## src/tlec_regs.vh

```
// register offsets, reset values and bit positions of the thermal limit
// and eeprom control register bank; no process, definitions only
`ifndef TLEC_REGS_VH
`define TLEC_REGS_VH

// offsets printed for the bank
`define TLEC_OFS_REMOTE1_ALARM_LIMIT 8'h0e
`define TLEC_OFS_REMOTE2_ALARM_LIMIT 8'h0f
`define TLEC_OFS_INTERNAL_FAN_START 8'h10
`define TLEC_OFS_REMOTE1_FAN_START 8'h11
// offsets in the gaps around the printed ones
`define TLEC_OFS_FACTORY_RESERVED 8'h0c
`define TLEC_OFS_INTERNAL_ALARM_LIMIT 8'h0d
`define TLEC_OFS_REMOTE2_FAN_START 8'h12
`define TLEC_OFS_EEPROM_CONTROL 8'h13

// power-on values, one degree per lsb
`define TLEC_RST_INTERNAL_ALARM_LIMIT 8'h37
`define TLEC_RST_REMOTE_ALARM_LIMIT 8'h50
`define TLEC_RST_INTERNAL_FAN_START 8'h28
`define TLEC_RST_REMOTE_FAN_START 8'h40
`define TLEC_RST_FACTORY_RESERVED 8'h00
`define TLEC_RST_EEPROM_CONTROL 8'h00

// eeprom control bit positions
`define TLEC_EE_READ_BIT 0
`define TLEC_EE_PROGRAM_BIT 1
`define TLEC_EE_ERASE_BIT 2
`define TLEC_EE_PROTECT_BIT 3
`define TLEC_EE_CLOCK_EXTEND_BIT 7

`endif

```

## src/tlec_limit_cmp.v

```verilog
// one channel's limit compare: reading above limit, registered
// assumes reading and limit are unsigned degrees at one per lsb
`default_nettype none
`timescale 1ns/1ps

module tlec_limit_cmp #(
  parameter WIDTH = 8
) (
  input wire mclk_i,
  input wire sys_rst_i,
  input wire clk_en_i,
  input wire [WIDTH-1:0] reading_i,
  input wire [WIDTH-1:0] limit_i,
  output reg above_o
);

  // strict greater-than: equal to the limit is not an alarm
  always @(posedge mclk_i) begin
    if (sys_rst_i) begin
      above_o <= 1'b0;
    end else if (clk_en_i) begin
      above_o <= (reading_i > limit_i);
    end
  end

endmodule // tlec_limit_cmp
`default_nettype wire

```

## src/tlec_bank.v

```verilog
// thermal limit and eeprom control register bank
// assumes the serial bus engine presents byte accesses as a one-cycle
// write strobe or read strobe with an 8-bit register pointer, and that
// sys_rst_i is the power-on reset
//
// Functional notes
// - alarm output asserts when internal temperature exceeds its limit, reset 55.
// - alarm output asserts when remote diode one exceeds limit at 0x0e, reset 80.
// - alarm output asserts when remote diode two exceeds limit at 0x0f, reset 80.
// - register 0x10 is internal fan start temperature, reset 40.
// - register 0x11 is remote diode one fan start temperature, reset 64.
// - separate register holds remote diode two fan start temperature, reset 64.
// - eeprom control bit 0 selects eeprom read mode.
// - eeprom control bit 1 selects eeprom programming mode.
// - eeprom control bit 2 selects eeprom erase mode.
// - while protect bit 3 is set, programming and erasure are refused.
// - protect bit is write-once; only power-on reset clears it.
// - with clock-extend set, device may hold serial clock when busy.
`include "tlec_regs.vh"
`default_nettype none
`timescale 1ns/1ps

module tlec_bank #(
  parameter TEMP_W = 8
) (
  input wire mclk_i,
  input wire sys_rst_i,
  input wire clk_en_i,
  input wire [7:0] reg_addr_i,
  input wire reg_wr_i,
  input wire [7:0] reg_wdata_i,
  input wire reg_rd_i,
  input wire [TEMP_W-1:0] internal_temp_i,
  input wire [TEMP_W-1:0] remote_diode_one_temp_i,
  input wire [TEMP_W-1:0] remote_diode_two_temp_i,
  input wire eeprom_busy_i,
  output reg [7:0] reg_rdata_o,
  output reg reg_rvalid_o,
  output reg thermal_alarm_output_o,
  output reg [TEMP_W-1:0] internal_fan_start_temperature_o,
  output reg [TEMP_W-1:0] remote_diode_one_fan_start_temperature_o,
  output reg [TEMP_W-1:0] remote_diode_two_fan_start_temperature_o,
  output reg eeprom_read_mode_o,
  output reg eeprom_program_mode_o,
  output reg eeprom_erase_mode_o,
  output reg serial_clock_hold_o
);

  ////////////////////////////////////////////////////////////////////////
  // register storage

  reg [7:0] internal_alarm_limit_q;
  reg [7:0] remote1_alarm_limit_q;
  reg [7:0] remote2_alarm_limit_q;
  reg [7:0] eeprom_control_q;
  reg [7:0] eeprom_control_d;
  wire factory_sel;
  wire int_above;
  wire r1_above;
  wire r2_above;

  // address match helper, used by every decode below
  function hit;
    input [7:0] addr;
    input [7:0] ofs;
    begin
      hit = (addr == ofs);
    end
  endfunction

  // factory byte has no write path at all
  assign factory_sel = hit(reg_addr_i, `TLEC_OFS_FACTORY_RESERVED);

  // next eeprom control value: protect is sticky once set
  always @* begin
    eeprom_control_d = eeprom_control_q;
    if (reg_wr_i && hit(reg_addr_i, `TLEC_OFS_EEPROM_CONTROL)) begin
      eeprom_control_d = reg_wdata_i;
      // set wins, clear is ignored after the first set
      eeprom_control_d[`TLEC_EE_PROTECT_BIT] =
        eeprom_control_q[`TLEC_EE_PROTECT_BIT] | reg_wdata_i[`TLEC_EE_PROTECT_BIT];
    end
  end

  // limit, start temperature and control writes
  always @(posedge mclk_i) begin
    if (sys_rst_i) begin
      internal_alarm_limit_q <= `TLEC_RST_INTERNAL_ALARM_LIMIT;
      remote1_alarm_limit_q <= `TLEC_RST_REMOTE_ALARM_LIMIT;
      remote2_alarm_limit_q <= `TLEC_RST_REMOTE_ALARM_LIMIT;
      internal_fan_start_temperature_o <= `TLEC_RST_INTERNAL_FAN_START;
      remote_diode_one_fan_start_temperature_o <= `TLEC_RST_REMOTE_FAN_START;
      remote_diode_two_fan_start_temperature_o <= `TLEC_RST_REMOTE_FAN_START;
      eeprom_control_q <= `TLEC_RST_EEPROM_CONTROL;
    end else if (clk_en_i) begin
      eeprom_control_q <= eeprom_control_d;
      if (reg_wr_i) begin
        if (hit(reg_addr_i, `TLEC_OFS_INTERNAL_ALARM_LIMIT)) begin
          internal_alarm_limit_q <= reg_wdata_i;
        end else if (hit(reg_addr_i, `TLEC_OFS_REMOTE1_ALARM_LIMIT)) begin
          remote1_alarm_limit_q <= reg_wdata_i;
        end else if (hit(reg_addr_i, `TLEC_OFS_REMOTE2_ALARM_LIMIT)) begin
          remote2_alarm_limit_q <= reg_wdata_i;
        end else if (hit(reg_addr_i, `TLEC_OFS_INTERNAL_FAN_START)) begin
          internal_fan_start_temperature_o <= reg_wdata_i;
        end else if (hit(reg_addr_i, `TLEC_OFS_REMOTE1_FAN_START)) begin
          remote_diode_one_fan_start_temperature_o <= reg_wdata_i;
        end else if (hit(reg_addr_i, `TLEC_OFS_REMOTE2_FAN_START)) begin
          remote_diode_two_fan_start_temperature_o <= reg_wdata_i;
        end
      end
    end
  end

  ////////////////////////////////////////////////////////////////////////
  // read port: data registered one cycle after the strobe

  always @(posedge mclk_i) begin
    if (sys_rst_i) begin
      reg_rdata_o <= 8'h00;
      reg_rvalid_o <= 1'b0;
    end else if (clk_en_i) begin
      reg_rvalid_o <= reg_rd_i;
      if (reg_rd_i) begin
        if (factory_sel) begin
          reg_rdata_o <= `TLEC_RST_FACTORY_RESERVED;
        end else if (hit(reg_addr_i, `TLEC_OFS_INTERNAL_ALARM_LIMIT)) begin
          reg_rdata_o <= internal_alarm_limit_q;
        end else if (hit(reg_addr_i, `TLEC_OFS_REMOTE1_ALARM_LIMIT)) begin
          reg_rdata_o <= remote1_alarm_limit_q;
        end else if (hit(reg_addr_i, `TLEC_OFS_REMOTE2_ALARM_LIMIT)) begin
          reg_rdata_o <= remote2_alarm_limit_q;
        end else if (hit(reg_addr_i, `TLEC_OFS_INTERNAL_FAN_START)) begin
          reg_rdata_o <= internal_fan_start_temperature_o;
        end else if (hit(reg_addr_i, `TLEC_OFS_REMOTE1_FAN_START)) begin
          reg_rdata_o <= remote_diode_one_fan_start_temperature_o;
        end else if (hit(reg_addr_i, `TLEC_OFS_REMOTE2_FAN_START)) begin
          reg_rdata_o <= remote_diode_two_fan_start_temperature_o;
        end else if (hit(reg_addr_i, `TLEC_OFS_EEPROM_CONTROL)) begin
          reg_rdata_o <= eeprom_control_q;
        end else begin
          reg_rdata_o <= 8'h00; // unmapped reads as zero
        end
      end
    end
  end

  ////////////////////////////////////////////////////////////////////////
  // alarm compares, one per channel

  tlec_limit_cmp #(.WIDTH(TEMP_W)) u_int_cmp (
    .mclk_i(mclk_i),
    .sys_rst_i(sys_rst_i),
    .clk_en_i(clk_en_i),
    .reading_i(internal_temp_i),
    .limit_i(internal_alarm_limit_q[TEMP_W-1:0]),
    .above_o(int_above)
  );

  tlec_limit_cmp #(.WIDTH(TEMP_W)) u_r1_cmp (
    .mclk_i(mclk_i),
    .sys_rst_i(sys_rst_i),
    .clk_en_i(clk_en_i),
    .reading_i(remote_diode_one_temp_i),
    .limit_i(remote1_alarm_limit_q[TEMP_W-1:0]),
    .above_o(r1_above)
  );

  tlec_limit_cmp #(.WIDTH(TEMP_W)) u_r2_cmp (
    .mclk_i(mclk_i),
    .sys_rst_i(sys_rst_i),
    .clk_en_i(clk_en_i),
    .reading_i(remote_diode_two_temp_i),
    .limit_i(remote2_alarm_limit_q[TEMP_W-1:0]),
    .above_o(r2_above)
  );

  ////////////////////////////////////////////////////////////////////////
  // outputs: alarm, eeprom modes, clock hold

  // extra register stage keeps every output straight from a flop
  always @(posedge mclk_i) begin
    if (sys_rst_i) begin
      thermal_alarm_output_o <= 1'b0;
      eeprom_read_mode_o <= 1'b0;
      eeprom_program_mode_o <= 1'b0;
      eeprom_erase_mode_o <= 1'b0;
      serial_clock_hold_o <= 1'b0;
    end else if (clk_en_i) begin
      thermal_alarm_output_o <= int_above | r1_above | r2_above;
      eeprom_read_mode_o <= eeprom_control_q[`TLEC_EE_READ_BIT];
      // protect gates program and erase, read stays usable
      eeprom_program_mode_o <= eeprom_control_q[`TLEC_EE_PROGRAM_BIT] &
        ~eeprom_control_q[`TLEC_EE_PROTECT_BIT];
      eeprom_erase_mode_o <= eeprom_control_q[`TLEC_EE_ERASE_BIT] &
        ~eeprom_control_q[`TLEC_EE_PROTECT_BIT];
      serial_clock_hold_o <= eeprom_control_q[`TLEC_EE_CLOCK_EXTEND_BIT] & eeprom_busy_i;
    end
  end

endmodule // tlec_bank
`default_nettype wire

```

## config.mk

```make
export PLATFORM = sky130hd
export DESIGN_NAME = tlec_bank
export DESIGN_NICKNAME = d
export VERILOG_FILES = /design/src/tlec_limit_cmp.v /design/src/tlec_bank.v
export VERILOG_INCLUDE_DIRS = /design/src /design/src/src
export SDC_FILE = /design/constraint.sdc
export NUM_CORES = 1
export LEC_CHECK = 0
export ABC_AREA = 1
export BUFFER_PORTS_ARGS = -buffer_cell sky130_fd_sc_hd__buf_2
export CELL_PAD_IN_SITES_DETAIL_PLACEMENT = 1
export CELL_PAD_IN_SITES_GLOBAL_PLACEMENT = 1
export CORE_MARGIN = 4
export CORE_UTILIZATION = 30
export CTS_BUF_LIST = sky130_fd_sc_hd__clkbuf_2
export DETAILED_ROUTE_END_ITERATION = 16
export PLACE_DENSITY_LB_ADDON = 0.1
export SYNTH_ARGS = -nofsm -noshare
export SYNTH_HDL_FRONTEND = slang
export SYNTH_HIERARCHICAL = 1
export SYNTH_SLANG_ARGS = --single-unit
```

## constraint.sdc

```tcl
create_clock -name mclk_i -period 2.7 [get_ports mclk_i]
set_input_delay 0.54 -clock mclk_i [delete_from_list [all_inputs] [get_ports mclk_i]]
set_output_delay 0.54 -clock mclk_i [all_outputs]
set_load 0.01 [all_outputs]
```

==> out/qor.yml <==
outcome: "finished clean"
drive_above_1_share: 0.210
postRouteWirelength_mm: 13.5
rsz0062_at_grt: "false"
ys_types: 30
drt_iter0_markers: 99
p_sw_uw: 557
power_frac_comb: 0.109
initial_core_util: 0.309
die_w_um: 123
rows: 41
min_period_over_period: 0.640
worstHoldPathType: "in -> reg"
postCtsHoldBufs: 0
core_area_sq_um: 12800
swShare: 0.290
ant_nets: 0
yosys-top-cells-area: "dfxtp_1, nand2_1, inv_1"
tritoncts: "yes"
fin_total_pwr_mw: 1.92
wire_per_inst_um: 16.5
critPathMaxFanout: 16
cts_resized: 0
ys_seq_area_frac: 0.370
grt_usage: 0.184
boundaryPins: 84
internal_power_mw: 1.36
grt_max_degree: 54
path_clk_slew_ns: 0.20
final-setup-viol-count: 0
clock_latency_ns: 0.57
cts_max_level: 3
period_minus_slack_ns: 1.73
first_pass_iters: 5
synth_fp_nets: 628
vdd_drop_max_mv: 0.190
netlist_area_sq_um: 3950
critPathKind: "in -> reg"
grt-ovfl-total: 0
finalNetCount: 708
worst-slew-pin-transition_ns: 0.603
route.detailed.drc: 0
slew_headroom: 0.597
cp.arrival_ns: 2.17
cp-end-kind: "flip-flop"
cts_setup_buffers: 0
synth_seq_cells: 73
vias_per_cell: 4.74
vias: 3865
yosys.area.top_type_share: 0.370
powerDensity_nw_per_um2: 417
dp_hpwl_mm: 10.5
io_buffers: 83
clockBufferDepth: 2
synthCells: 558
grt_pass1_vias: 3959
yosysWarnings: 6
crit_required_ns: 3.14
fmax_ghz: 0.578
fillers: 1665
start_kind: "input pin"
numCtsBuffers: 9
syn_to_final_growth_pct: 16.7
avgSynthCellArea_sq_um: 7.08
clkPwrFrac: 0.321
power_leakage_nw: 2.26
clock-sinks: 73
skew_ns: 0.0287
drv_slew: 0
utilization: 0.361
drv_cap: 0
tns_ns: 0
grt_pass1_wl_mm: 20.9
antenna_found_initial: 1
final_common_cell: "nand2_1"
gp_congestion: 0.860
final_cell_mix: "nand2_1, inv_1, buf_2"
power_frac_seq: 0.570
die_y_um: 123
root_buffer: "clkbuf_2"
yosys.area.top_type: "dfxtp_1"
hold_viol: 0
dieArea_sq_um: 15100
==> kinds of logic after synthesis <==
group | Yosys count | synth area share
fa+ha+maj | 24 | 0.0760
compound gates | 142 | 0.204
simple gates | 208 | 0.236
buf+inv | 111 | 0.114
flops | 73 | 0.370
==> metal layers <==
layer,vias to the layer above,share of wire,GRT usage
met5,-,0,0
li1,1977,-,-
met3,17,0.034,0.0258
met4,0,0.017,0.0672
met1,1808,0.46,0.229
met2,63,0.49,0.321
==> worst max-delay path, cell delays in order <==
cell	delay, ns
buf_2	0.10
nor2_1	0.24
nand2_1	0.16
nor2_1	0.26
nand3_1	0.46
o21ai_0	0.33
a21oi_1	0.07
==> synth_stat cells <==
cell type	n
nand4_1	4
a21o_2	3
nor2_1	39
clkbuf_2	1
nand3b_1	1
nand2_2	4
buf_2	2
ha_1	24
a211oi_2	1
a21oi_2	3
nor4_1	1
nor2_2	8
nand2_4	2
nor3_4	1
or2_2	4
clkbuf_1	7
o2111ai_1	4
inv_1	88
o211ai_1	13
nand3_1	24
buf_6	2
buf_4	4
nand2_1	111
a211oi_1	7
a21oi_1	61
inv_2	7
nor3_1	5
nor2_4	4
o21ai_0	50
dfxtp_1	73
==> power by group through the flow <==
stage / Clock [mW] / Combinational, mW / Sequential (mW)
after floorplan: 0 / 0.114 / 1.12
after global placement: 0 / 0.207 / 1.12
after detailed placement: 0 / 0.212 / 1.12
after CTS: 0.633 / 0.213 / 1.10
after global routing: 0.670 / 0.237 / 1.10
final: 0.616 / 0.210 / 1.09
==> through the flow <==
step / setup WS [ns] / instance area [sq um] / instances / hold WS, ns
final: 0.971 / 4610 / 815 / 0.208
after global routing: 0.733 / 4610 / 815 / 0.199
after CTS: 0.982 / 4600 / 814 / 0.199
after detailed placement: 0.404 / 4500 / 799 / 0.458
after global placement: 0.453 / 4500 / 799 / 0.450
after floorplan: 1.07 / 3950 / 558 / 0.434
==> flip-flops by register name (all words and copies together) (netlist names) <==
register / count
remote2_alarm_limit_q: 8
reg_rdata_o: 8
eeprom_program_mode_o: 1
reg_rvalid_o: 1
internal_alarm_limit_q: 8
serial_clock_hold_o: 1
eeprom_erase_mode_o: 1
thermal_alarm_output_o: 1
eeprom_read_mode_o: 1
internal_fan_start_temperature_o: 8
remote1_alarm_limit_q: 8
remote_diode_two_fan_start_temperature_o: 8
u_int_cmp/above_o: 1
u_r1_cmp/above_o: 1
remote_diode_one_fan_start_temperature_o: 8
u_r2_cmp/above_o: 1
eeprom_control_q: 8
==> layout make-up <==
cell class                      instances  area [sq um]  area share
Inverter                               95           357      0.0774
Antenna cell                            1          2.50    0.000543
Clock inverter                          6          58.8      0.0128
Multi-Input combinational cell        374          2040       0.442
Timing Repair Buffer                   85           430      0.0934
Clock buffer                            9          45.0     0.00978
Tap cell                              172           215      0.0467
Sequential cell                        73          1460       0.317
==> worst paths after layout <==
kind / from / to / slack (ns) / cells past startpoint
min: reg_wdata_i[6] / remote_diode_one_fan_start_temperature_o[6]$_SDFFE_PP1P_ / 0.21 / 3
max: reg_addr_i[7] / remote2_alarm_limit_q[7]$_SDFFE_PP0P_ / 0.97 / 7
min reg2reg: reg_rdata_o[7]$_SDFFE_PP0P_ / reg_rdata_o[7]$_SDFFE_PP0P_ / 0.48 / 2
max reg2reg: internal_alarm_limit_q[7]$_SDFFE_PP0P_ / u_int_cmp/above_o$_SDFFE_PP0P_ / 1.29 / 7
Note: power is estimated with default switching activity, not from simulation.
